<file path="src/vtx_pkg.sv">
/*
 * constants for the vertex and label command decoder: opcodes, field
 * positions, reset values and the register map of its wishbone slave.
 * assumes nothing of its surroundings.
 */
package vtx_pkg;
    // ------------------------------------------------------------------
    // command opcodes, bits 31..24
    // ------------------------------------------------------------------
    localparam logic [7:0] OP_TAG = 8'h03;
    localparam logic [7:0] OP_DEF_TAG = 8'h12;
    localparam logic [7:0] OP_TAG_GATE = 8'h14;
    localparam logic [7:0] OP_BEGIN = 8'h1F;
    localparam logic [7:0] OP_SAVE = 8'h22;
    localparam logic [7:0] OP_RESTORE = 8'h23;
    localparam logic [7:0] OP_CLEAR = 8'h26;
    localparam logic [7:0] OP_FRAC = 8'h27;
    localparam logic [7:0] OP_XSHIFT = 8'h2B;
    localparam logic [7:0] OP_YSHIFT = 8'h2C;
    // class in bits 31..30
    localparam logic [1:0] CLS_OPCODE = 2'h0;
    localparam logic [1:0] CLS_FINE = 2'h1;
    localparam logic [1:0] CLS_INT = 2'h2;
    // ------------------------------------------------------------------
    // field positions and widths
    // ------------------------------------------------------------------
    localparam int CLS_HI = 31, CLS_LO = 30, OP_HI = 31, OP_LO = 24;
    localparam int FX_HI = 29, FX_LO = 15, FY_HI = 14, FY_LO = 0;
    localparam int IX_HI = 29, IX_LO = 21, IY_HI = 20, IY_LO = 12;
    localparam int IH_HI = 11, IH_LO = 7, IC_HI = 6, IC_LO = 0;
    localparam int LABEL_HI = 7, GATE_BIT = 0, FRAC_HI = 2, PRIM_HI = 3;
    localparam int SHIFT_HI = 16;
    localparam int FINE_W = 15, INT_W = 9, SUB_BITS = 4, COORD_W = 20;
    localparam int FRAC_W = 3, SHIFT_W = 17, LABEL_W = 8;
    localparam int HANDLE_W = 5, CELL_W = 7, PRIM_W = 4;
    localparam int CTX_W = 1 + FRAC_W + 2 * SHIFT_W;
    localparam int ATTR_W = LABEL_W + 1 + HANDLE_W + CELL_W;
    localparam int CTX_DEPTH = 4, CTX_PTR_W = 2;
    // ------------------------------------------------------------------
    // reset values and limits
    // ------------------------------------------------------------------
    localparam logic [FRAC_W-1:0] FRAC_MAX = 3'h4;
    localparam logic [LABEL_W-1:0] LABEL_INIT = 8'hFF;
    localparam logic [LABEL_W-1:0] DEF_LABEL_INIT = 8'h00;
    localparam logic GATE_INIT = 1'b1;
    localparam logic [PRIM_W-1:0] PRIM_IMAGE = 4'h1;
    localparam logic [PRIM_W-1:0] PRIM_INIT = 4'h0;
    // ------------------------------------------------------------------
    // wishbone register map, byte addresses
    // ------------------------------------------------------------------
    localparam int ADR_W = 8;
    localparam logic [ADR_W-1:0] CMD_OFF = 8'h00;
    localparam logic [ADR_W-1:0] STATE_OFF = 8'h04;
    localparam logic [ADR_W-1:0] XPOS_OFF = 8'h08;
    localparam logic [ADR_W-1:0] YPOS_OFF = 8'h0C;
    localparam logic [ADR_W-1:0] VINFO_OFF = 8'h10;
    localparam logic [ADR_W-1:0] TOUCH_OFF = 8'h14;
    localparam logic [ADR_W-1:0] XSHIFT_OFF = 8'h18;
    localparam logic [ADR_W-1:0] YSHIFT_OFF = 8'h1C;
    localparam logic [3:0] SEL_ALL = 4'hF;
    localparam logic [31:0] ZERO_WORD = 32'h0000_0000;

    typedef enum logic [0:0] {
        BUS_IDLE = 1'b0,
        BUS_ACK = 1'b1
    } bus_state_t;
endpackage

</file>
<file path="src/ctx_stack.sv">
/*
 * four deep stack of saved graphics state words.
 * assumes push and pop never arrive together; a push on a full stack
 * drops the oldest entry.
 */
`timescale 1ns/1ps
module ctx_stack import vtx_pkg::*; (
    // clock and reset
    input wire logic clk_i,
    input wire logic rst_i,
    // requests
    input wire logic push_i,
    input wire logic pop_i,
    input wire logic [CTX_W-1:0] ctx_i,
    // top of stack
    output logic hit_o,
    output logic [CTX_W-1:0] ctx_o
);
    logic [CTX_W-1:0] mem_q [CTX_DEPTH];
    logic [CTX_PTR_W-1:0] ptr_q, ptr_d;
    logic [CTX_PTR_W:0] cnt_q, cnt_d;

    // pointer and fill level; a full push keeps the level and overwrites
    always_comb begin
        ptr_d = ptr_q;
        cnt_d = cnt_q;
        if (push_i) begin
            ptr_d = ptr_q + 1'b1;
            if (cnt_q != (CTX_PTR_W+1)'(CTX_DEPTH))
                cnt_d = cnt_q + 1'b1;
        end else if (pop_i && cnt_q != '0) begin
            ptr_d = ptr_q - 1'b1;
            cnt_d = cnt_q - 1'b1;
        end
    end

    always_ff @(posedge clk_i) begin
        if (rst_i) begin
            ptr_q <= '0;
            cnt_q <= '0;
        end else begin
            ptr_q <= ptr_d;
            cnt_q <= cnt_d;
        end
    end

    // storage written at the pointer
    always_ff @(posedge clk_i) begin
        if (push_i)
            mem_q[ptr_q] <= ctx_i;
    end

    assign hit_o = (cnt_q != '0);
    assign ctx_o = mem_q[ptr_q - 1'b1];
endmodule // ctx_stack

</file>
<file path="src/vertex_calc.sv">
/*
 * turns a point command into screen coordinates in 1/16 pixel,
 * registered, one cycle after the strobe.
 * assumes fine_i and int_i are never high together.
 */
`timescale 1ns/1ps
module vertex_calc import vtx_pkg::*; (
    // clock and reset
    input wire logic clk_i,
    input wire logic rst_i,
    // command
    input wire logic fine_i,
    input wire logic int_i,
    input wire logic [31:0] word_i,
    input wire logic [FRAC_W-1:0] frac_i,
    input wire logic [SHIFT_W-1:0] xshift_i,
    input wire logic [SHIFT_W-1:0] yshift_i,
    input wire logic [ATTR_W-1:0] attr_i,
    // result
    output logic valid_o,
    output logic [COORD_W-1:0] x_o,
    output logic [COORD_W-1:0] y_o,
    output logic [ATTR_W-1:0] attr_o
);
    logic valid_d;
    logic [COORD_W-1:0] x_d, y_d;
    logic [ATTR_W-1:0] attr_d;

    // signed fixed point, rescaled to sixteenths
    function automatic logic [COORD_W-1:0] fine_scale(
            input logic [FINE_W-1:0] v, input logic [FRAC_W-1:0] f);
        logic [COORD_W-1:0] s;
        s = {{(COORD_W-FINE_W){v[FINE_W-1]}}, v};
        return s << (FRAC_MAX - f);
    endfunction

    function automatic logic [COORD_W-1:0] int_scale(
            input logic [INT_W-1:0] v);
        return {{(COORD_W-INT_W-SUB_BITS){1'b0}}, v, {SUB_BITS{1'b0}}};
    endfunction

    function automatic logic [COORD_W-1:0] shift_ext(
            input logic [SHIFT_W-1:0] v);
        return {{(COORD_W-SHIFT_W){v[SHIFT_W-1]}}, v};
    endfunction

    // next coordinate; translation applies to both kinds
    always_comb begin
        valid_d = fine_i | int_i;
        x_d = x_o;
        y_d = y_o;
        attr_d = attr_o;
        if (fine_i) begin
            x_d = fine_scale(word_i[FX_HI:FX_LO], frac_i) + shift_ext(xshift_i);
            y_d = fine_scale(word_i[FY_HI:FY_LO], frac_i) + shift_ext(yshift_i);
            attr_d = attr_i;
        end else if (int_i) begin
            x_d = int_scale(word_i[IX_HI:IX_LO]) + shift_ext(xshift_i);
            y_d = int_scale(word_i[IY_HI:IY_LO]) + shift_ext(yshift_i);
            attr_d = attr_i;
        end
    end

    always_ff @(posedge clk_i) begin
        if (rst_i) begin
            valid_o <= 1'b0;
            x_o <= '0;
            y_o <= '0;
            attr_o <= '0;
        end else begin
            valid_o <= valid_d;
            x_o <= x_d;
            y_o <= y_d;
            attr_o <= attr_d;
        end
    end
endmodule // vertex_calc

</file>
<file path="src/vertex_tag_cmd_decoder.sv">
/*
 * display list word decoder for vertex, precision, translation and
 * label commands, reached as a classic wishbone slave.
 * assumes one clock, synchronous reset, and a touch engine on the
 * same clock presenting touch_hit_i with the label of the hit object.
 */
// The register offsets and the Wishbone register port are this design's own decisions.
// Notes on behaviour
// - opcode 0x14 sets the label gate from bit 0
// - gate at one: label command loads the label buffer
// - gate at zero: buffer takes default, label commands ignored
// - default label set by its command, applied by clear; resets zero
// - every point carries the current label buffer value
// - fine point: signed x bits 29..15, y bits 14..0
// - fine point unit follows precision, 1/16 pixel until changed
// - integer point: class 2, x, y, handle, cell fields
// - handle and cell ignored unless image primitive selected
// - opcode 0x27 sets fraction bits, valid 0..4, reset 4
// - fine coordinates are 15-bit fixed point with that fraction
// - opcode 0x2B sets x offset in sixteenths, added to points
// - opcode 0x2C sets y offset in sixteenths, added to points
// - gate, fraction and offsets are saved and restored state
// - touched object updates the touched-label register
`timescale 1ns/1ps
module vertex_tag_cmd_decoder import vtx_pkg::*; (
    // clock and reset
    input wire logic clk_i,
    input wire logic rst_i,
    // wishbone slave
    input wire logic cyc_i,
    input wire logic stb_i,
    input wire logic we_i,
    input wire logic [ADR_W-1:0] adr_i,
    input wire logic [3:0] sel_i,
    input wire logic [31:0] dat_i,
    output logic [31:0] dat_o,
    output logic ack_o,
    // touch engine
    input wire logic touch_hit_i,
    input wire logic [LABEL_W-1:0] touch_tag_i,
    // vertex stream
    output logic vtx_valid_o,
    output logic [COORD_W-1:0] vtx_x_o,
    output logic [COORD_W-1:0] vtx_y_o,
    output logic [LABEL_W-1:0] vtx_tag_o,
    output logic vtx_bitmap_o,
    output logic [HANDLE_W-1:0] vtx_handle_o,
    output logic [CELL_W-1:0] vtx_cell_o
);
    // ------------------------------------------------------------------
    // bus slave
    // ------------------------------------------------------------------
    bus_state_t state_q, state_d;
    logic [31:0] rdata_q, rdata_d;
    logic cmd_fire;

    // opcode match, only for words outside the two point classes
    function automatic logic is_op(input logic [31:0] w,
                                   input logic [7:0] op);
        return w[CLS_HI:CLS_LO] == CLS_OPCODE && w[OP_HI:OP_LO] == op;
    endfunction

    // ------------------------------------------------------------------
    // graphics state
    // ------------------------------------------------------------------
    logic gate_q, gate_d;
    logic [FRAC_W-1:0] frac_q, frac_d;
    logic [SHIFT_W-1:0] xsh_q, xsh_d, ysh_q, ysh_d;
    logic [LABEL_W-1:0] label_q, label_d, def_q, def_d;
    logic [PRIM_W-1:0] prim_q, prim_d;
    logic [LABEL_W-1:0] touch_q, touch_d;
    logic [15:0] vcnt_q, vcnt_d;
    logic fine_hit, int_hit, save_hit, restore_hit, image_sel, cell_sel;
    logic ctx_hit;
    logic [CTX_W-1:0] ctx_top, ctx_now;
    logic [ATTR_W-1:0] attr_now, attr_out;

    // word handed to the decoder at the edge that carries ack
    assign cmd_fire = (state_q == BUS_ACK) && we_i && adr_i == CMD_OFF
                      && sel_i == SEL_ALL;

    // point class decided from the top two bits first
    assign fine_hit = cmd_fire && dat_i[CLS_HI:CLS_LO] == CLS_FINE;
    assign int_hit = cmd_fire && dat_i[CLS_HI:CLS_LO] == CLS_INT;
    assign save_hit = cmd_fire && is_op(dat_i, OP_SAVE);
    assign restore_hit = cmd_fire && is_op(dat_i, OP_RESTORE);
    assign image_sel = (prim_q == PRIM_IMAGE);
    assign cell_sel = image_sel && int_hit;
    assign ctx_now = {gate_q, frac_q, xsh_q, ysh_q};

    // label, handle and cell travel with the point; handle and cell
    // read as zero unless the image primitive is current and the word
    // is an integer point: a fine point holds y in those bits
    assign attr_now = {label_q, image_sel,
        cell_sel ? dat_i[IH_HI:IH_LO] : {HANDLE_W{1'b0}},
        cell_sel ? dat_i[IC_HI:IC_LO] : {CELL_W{1'b0}}};

    // bus handshake: ack one cycle after the request, for one cycle
    always_comb begin
        state_d = state_q;
        rdata_d = rdata_q;
        case (state_q)
            BUS_IDLE: begin
                if (cyc_i && stb_i) begin
                    state_d = BUS_ACK;
                    case (adr_i)
                        STATE_OFF: rdata_d = {11'h000, image_sel, frac_q,
                            gate_q, def_q, label_q};
                        XPOS_OFF: rdata_d = {{(32-COORD_W){vtx_x_o[COORD_W-1]}},
                            vtx_x_o};
                        YPOS_OFF: rdata_d = {{(32-COORD_W){vtx_y_o[COORD_W-1]}},
                            vtx_y_o};
                        VINFO_OFF: rdata_d = {vcnt_q, 3'h0, vtx_handle_o,
                            vtx_bitmap_o, vtx_cell_o};
                        TOUCH_OFF: rdata_d = {24'h00_0000, touch_q};
                        XSHIFT_OFF: rdata_d = {{(32-SHIFT_W){xsh_q[SHIFT_W-1]}},
                            xsh_q};
                        YSHIFT_OFF: rdata_d = {{(32-SHIFT_W){ysh_q[SHIFT_W-1]}},
                            ysh_q};
                        default: rdata_d = ZERO_WORD;
                    endcase
                end
            end
            BUS_ACK: state_d = BUS_IDLE;
            default: state_d = BUS_IDLE;
        endcase
    end

    always_ff @(posedge clk_i) begin
        if (rst_i) begin
            state_q <= BUS_IDLE;
            rdata_q <= ZERO_WORD;
        end else begin
            state_q <= state_d;
            rdata_q <= rdata_d;
        end
    end

    assign ack_o = (state_q == BUS_ACK);
    assign dat_o = rdata_q;

    // ------------------------------------------------------------------
    // command decode
    // ------------------------------------------------------------------
    // next graphics state from the fired word
    always_comb begin
        gate_d = gate_q;
        frac_d = frac_q;
        xsh_d = xsh_q;
        ysh_d = ysh_q;
        label_d = label_q;
        def_d = def_q;
        prim_d = prim_q;
        vcnt_d = vcnt_q;
        if (fine_hit || int_hit)
            vcnt_d = vcnt_q + 1'b1;
        if (cmd_fire) begin
            if (is_op(dat_i, OP_TAG_GATE)) begin
                gate_d = dat_i[GATE_BIT];
                if (!dat_i[GATE_BIT])
                    label_d = def_q;
            end
            if (is_op(dat_i, OP_TAG) && gate_q)
                label_d = dat_i[LABEL_HI:0];
            if (is_op(dat_i, OP_DEF_TAG))
                def_d = dat_i[LABEL_HI:0];
            if (is_op(dat_i, OP_CLEAR))
                label_d = def_q;
            if (is_op(dat_i, OP_BEGIN))
                prim_d = dat_i[PRIM_HI:0];
            if (is_op(dat_i, OP_FRAC) && dat_i[FRAC_HI:0] <= FRAC_MAX)
                frac_d = dat_i[FRAC_HI:0];
            if (is_op(dat_i, OP_XSHIFT))
                xsh_d = dat_i[SHIFT_HI:0];
            if (is_op(dat_i, OP_YSHIFT))
                ysh_d = dat_i[SHIFT_HI:0];
            if (restore_hit && ctx_hit) begin
                {gate_d, frac_d, xsh_d, ysh_d} = ctx_top;
                if (!ctx_top[CTX_W-1])
                    label_d = def_q;
            end
        end
    end

    always_ff @(posedge clk_i) begin
        if (rst_i) begin
            gate_q <= GATE_INIT;
            frac_q <= FRAC_MAX;
            xsh_q <= '0;
            ysh_q <= '0;
            label_q <= LABEL_INIT;
            def_q <= DEF_LABEL_INIT;
            prim_q <= PRIM_INIT;
            vcnt_q <= '0;
        end else begin
            gate_q <= gate_d;
            frac_q <= frac_d;
            xsh_q <= xsh_d;
            ysh_q <= ysh_d;
            label_q <= label_d;
            def_q <= def_d;
            prim_q <= prim_d;
            vcnt_q <= vcnt_d;
        end
    end

    // touched label follows each hit reported by the touch engine
    always_comb begin
        touch_d = touch_hit_i ? touch_tag_i : touch_q;
    end

    always_ff @(posedge clk_i) begin
        if (rst_i)
            touch_q <= '0;
        else
            touch_q <= touch_d;
    end

    // ------------------------------------------------------------------
    // saved state and vertex arithmetic
    // ------------------------------------------------------------------
    ctx_stack u_ctx (
        .clk_i(clk_i),
        .rst_i(rst_i),
        .push_i(save_hit),
        .pop_i(restore_hit),
        .ctx_i(ctx_now),
        .hit_o(ctx_hit),
        .ctx_o(ctx_top)
    );

    // fine points scaled by the fraction, offsets added to both kinds
    vertex_calc u_calc (
        .clk_i(clk_i),
        .rst_i(rst_i),
        .fine_i(fine_hit),
        .int_i(int_hit),
        .word_i(dat_i),
        .frac_i(frac_q),
        .xshift_i(xsh_q),
        .yshift_i(ysh_q),
        .attr_i(attr_now),
        .valid_o(vtx_valid_o),
        .x_o(vtx_x_o),
        .y_o(vtx_y_o),
        .attr_o(attr_out)
    );

    assign {vtx_tag_o, vtx_bitmap_o, vtx_handle_o, vtx_cell_o} = attr_out;

    logic [COORD_W-1:0] exp_fine_x, exp_int_x, exp_shift_x;
    assign exp_shift_x = {{(COORD_W-SHIFT_W){xsh_q[SHIFT_W-1]}}, xsh_q};
    assign exp_fine_x = {{(COORD_W-FINE_W){dat_i[FX_HI]}},
        dat_i[FX_HI:FX_LO]} + exp_shift_x;
    assign exp_int_x = {{(COORD_W-INT_W-SUB_BITS){1'b0}},
        dat_i[IX_HI:IX_LO], {SUB_BITS{1'b0}}} + exp_shift_x;
endmodule // vertex_tag_cmd_decoder

</file>
<file path="config.mk">
export PLATFORM = sky130hd
export DESIGN_NAME = vertex_tag_cmd_decoder
export DESIGN_NICKNAME = d
export VERILOG_FILES = /design/src/vtx_pkg.sv /design/src/ctx_stack.sv /design/src/vertex_calc.sv /design/src/vertex_tag_cmd_decoder.sv
export SDC_FILE = /design/constraint.sdc
export NUM_CORES = 1
export LEC_CHECK = 0
export ABC_AREA = 1
export BUFFER_PORTS_ARGS = -buffer_cell sky130_fd_sc_hd__buf_2
export CAP_MARGIN = 20
export CORE_MARGIN = 4
export CORE_UTILIZATION = 35
export DETAILED_ROUTE_END_ITERATION = 8
export PLACE_DENSITY_LB_ADDON = 0.15
export SETUP_SLACK_MARGIN = 0.05
export SLEW_MARGIN = 20
export SYNTH_ARGS = -nofsm -noshare
export SYNTH_HDL_FRONTEND = slang
export SYNTH_HIERARCHICAL = 1
export SYNTH_SLANG_ARGS = --single-unit
</file>
<file path="constraint.sdc">
create_clock -name clk_i -period 5.7 [get_ports clk_i]
set_input_delay 0.57 -clock clk_i [delete_from_list [all_inputs] [get_ports clk_i]]
set_output_delay 0.57 -clock clk_i [all_outputs]
set_load 0.01 [all_outputs]
</file>
==> impl_metrics.py <==
metrics = {
    "sta": {
        "skew_ns": 0.02506,
        "rsz0062_at_grt": "false",
        "hold_slack_ns": 0.2353,
        "slew_headroom_pct": 29.62,
        "hold_viol_final": 0,
        "period_minus_slack_ns": 4.405,
        "setup_viol": 0,
        "drv_slew": 0,
        "finalSetupTns_ns": 0,
        "tightest_slew_ns": 1.055,
        "fmax_ghz": 0.2270,
        "period_share_pct": 77.27,
    },
    "critical_path": {
        "crit_buf_inv": 3,
        "max_stage_delay_ns": 0.78,
        "cp.required_ns": 6.16,
        "crit_path_max_fanout": 44,
        "crit_path_top_delay_cell": "ha_1",
        "critical_path.top_delay_family": "adder cells",
        "start_kind": "register",
        "cpMostUsedCell": "nor2_1",
        "worstSetupPathType": "register to register",
        "worst_setup_path_end_kind": "register",
        "worstPathCellList": "buf_4 > inv_4 > ha_1 > inv_2 > o21ai_0 > nand2_1 > o21ai_0 > ha_1 > a21oi_1 > and2_4 > nor2_1 > nor2_1 > nand3_1 > nand2_1 > nor2_1 > nor2_1 > nor2_1",
        "cp.arrival_ns": 4.86,
    },
    "global_route": {
        "grt_start_max_net_pins": 81,
        "grt_usage_pct": 25.12,
        "grt-ovfl-total": 0,
        "antenna_found_initial": 5,
        "grt_pass1_wl_um": 115300,
        "grt_pass1_vias": 18070,
    },
    "final_layout": {
        "nNetsFinal": 2952,
        "utilization_pct": 39.92,
        "fin_area_um2": 22470,
        "fillers": 5964,
        "synthToLayoutAreaGrowth_pct": 13.18,
        "drive_gt1_share_pct": 11.83,
    },
    "power": {
        "power_mw": 5.322,
        "p_leak_nw": 10.12,
        "cellPowerDensity_nw_per_um2": 236.9,
        "peakVddDrop_mv": 0.2225,
    },
    "synth": {
        "async_reset_ff_share_pct": 0,
        "syn_avg_cell_area_um2": 7.293,
        "synth_commonest_cells": "nand2_1 (684), nor2_1 (316), nand3_1 (293)",
        "yosys.area.top_type_share_pct": 22.99,
        "synth_top_cells_by_area": "edfxtp_1 (23%), dfxtp_1 (18%), nand2_1 (13%)",
        "synth_cell_types": 52,
        "yosys_warnings": 6,
        "syn-num-nets": 2847,
        "ys_ff_latch": 334,
        "synth_ff_type": "dfxtp_1",
        "syn_inst": 2722,
        "post-synth-top-count-cell": "nand2_1",
        "synth_edf_count": 152,
        "synth_area_um2": 19850,
        "synth_top_cell_by_area": "edfxtp_1",
        "ys_seq_area_share_pct": 41.35,
    },
    "die": {
        "die_w_um": 246.2,
        "die_y_um": 246.2,
        "die_area_um2": 60590,
        "rows": 87,
        "core_region_area_um2": 56280,
        "boundaryPins": 153,
        "initial_utilization_pct": 35.27,
    },
    "drt": {
        "dr.pass1.iters": 5,
        "routed_wl_um": 78340,
        "drc": 0,
        "via_per_inst": 5.355,
        "vias": 19360,
        "drtAntennaViolNets": 0,
        "wl_per_cell_um": 21.67,
        "drtIter0Drc": 1841,
    },
    "clock_tree": {
        "clock_sinks": 334,
        "cts_resized": 0,
        "htree_levels": 2,
        "cts_hold_buf": 0,
        "cts_made_buffers": 39,
        "path_clk_slew_ns": 0.06,
        "post_cts_buffers": 0,
        "clockBufferDepth": 3,
        "cts-root-buf": "clkbuf_16",
        "cts_tree": "built",
        "clk_latency_ns": 0.58,
    },
    "status": {
        "status": "finished clean",
    },
    "placed_design": {
        "io_buffers": 152,
        "dp_hpwl_um": 57380,
        "globalplace.congestion": 0.9729,
        "post_dp_cell_area_um2": 21170,
    },
    "hold_path": {
        "holdCritPathClass": "input pin to register",
    },
    "flow_run": {
        "maxCapViolCount": 0,
    },
}
-- per-layer routing --
layer | track usage (%) | wire, um | up-vias | share of wire (%)
li1 | - | - | 9290 | -
met1 | 35.12 | 35210 | 9272 | 45
met2 | 39.80 | 35040 | 672 | 45
met3 | 4.081 | 5482 | 121 | 7.0
met4 | 8.109 | 2601 | 2 | 3.3
met5 | 0 | 10 | - | 0.013
-- sequential cells by signal (all words and copies together), names as in the netlist, 16 cells and up --
name and flops:
dat_o 32, ysh_q 17, u_ctx/mem_q 152, u_calc/attr_o 21
u_calc/x_o 20, u_calc/y_o 20, vcnt_q 16, xsh_q 17
-- cells in the final DEF (no fill, tap or decap), drive strengths merged --
cell,synthesis,layout
a21o,4,4
a21oi,154,154
a22o,21,21
a31oi,3,3
and2,3,3
buf,62,181
bufinv,0,4
clkbuf,55,52
clkinv,2,15
dfxtp,182,182
diode,0,3
edfxtp,152,152
fa,5,5
ha,62,62
inv,254,255
mux2i,12,12
nand2,703,703
nand3,308,308
nand3b,14,14
nand4,21,21
nor2,338,338
nor3,20,20
nor3b,1,1
nor4,3,3
o211ai,8,8
o21ai,262,262
o21bai,4,4
o22ai,38,38
or2,6,6
xnor2,11,11
xor2,14,14
-- kinds of logic after synthesis --
family	Yosys count	synth area share, %
mux	12	0.6051
compound gates	494	13.57
buf+inv	373	7.967
flops	334	41.35
simple gates	1417	30.96
fa+ha+maj	67	4.412
xor+xnor	25	1.141
-- cell type report --
| cell class | count | area, um^2 | share of cell area (%) |
|---|---|---|---|
| clock inverters | 18 | 230.2 | 1.025 |
| repair buffers | 181 | 978.4 | 4.355 |
| well taps | 756 | 945.9 | 4.210 |
| multi-input cells | 2015 | 10080 | 44.85 |
| diodes | 3 | 7.507 | 0.03342 |
| inverters | 256 | 964.7 | 4.294 |
| clock buffers | 52 | 1055 | 4.695 |
| flip-flops and latches | 334 | 8209 | 36.54 |
-- where the power goes --
group          total (mW)  internal [mW]  switching, mW
combinational       0.273         0.0702          0.202
clock                2.56           1.49           1.07
sequential           2.49           2.49        0.00248
total                5.32           4.05           1.27
-- final timing paths --
path	startpoint	endpoint	slack [ns]	cells after the start
hold / removal	touch_tag_i[0]	touch_q[0]	0.24	3
hold reg to reg	xsh_q[13]	u_ctx/mem_q[0][30]	0.44	0
setup reg to reg	frac_q[0]	u_calc/y_o[15]	1.30	17
setup / recovery	frac_q[0]	u_calc/y_o[15]	1.30	17
-- worst min-delay path, delay by kind of cell --
kind | cells | cell delay (ns)
buf+inv | 1 | 0.08
simple gates | 2 | 0.11
-- per-stage QoR --
step	setup WS (ns)	std cells
floorplan	2.462	2722
global placement	1.510	3542
detailed placement	1.445	3542
CTS	1.442	3612
global route	1.028	3612
finish	1.296	3615
(Power assumes the default switching activity.)
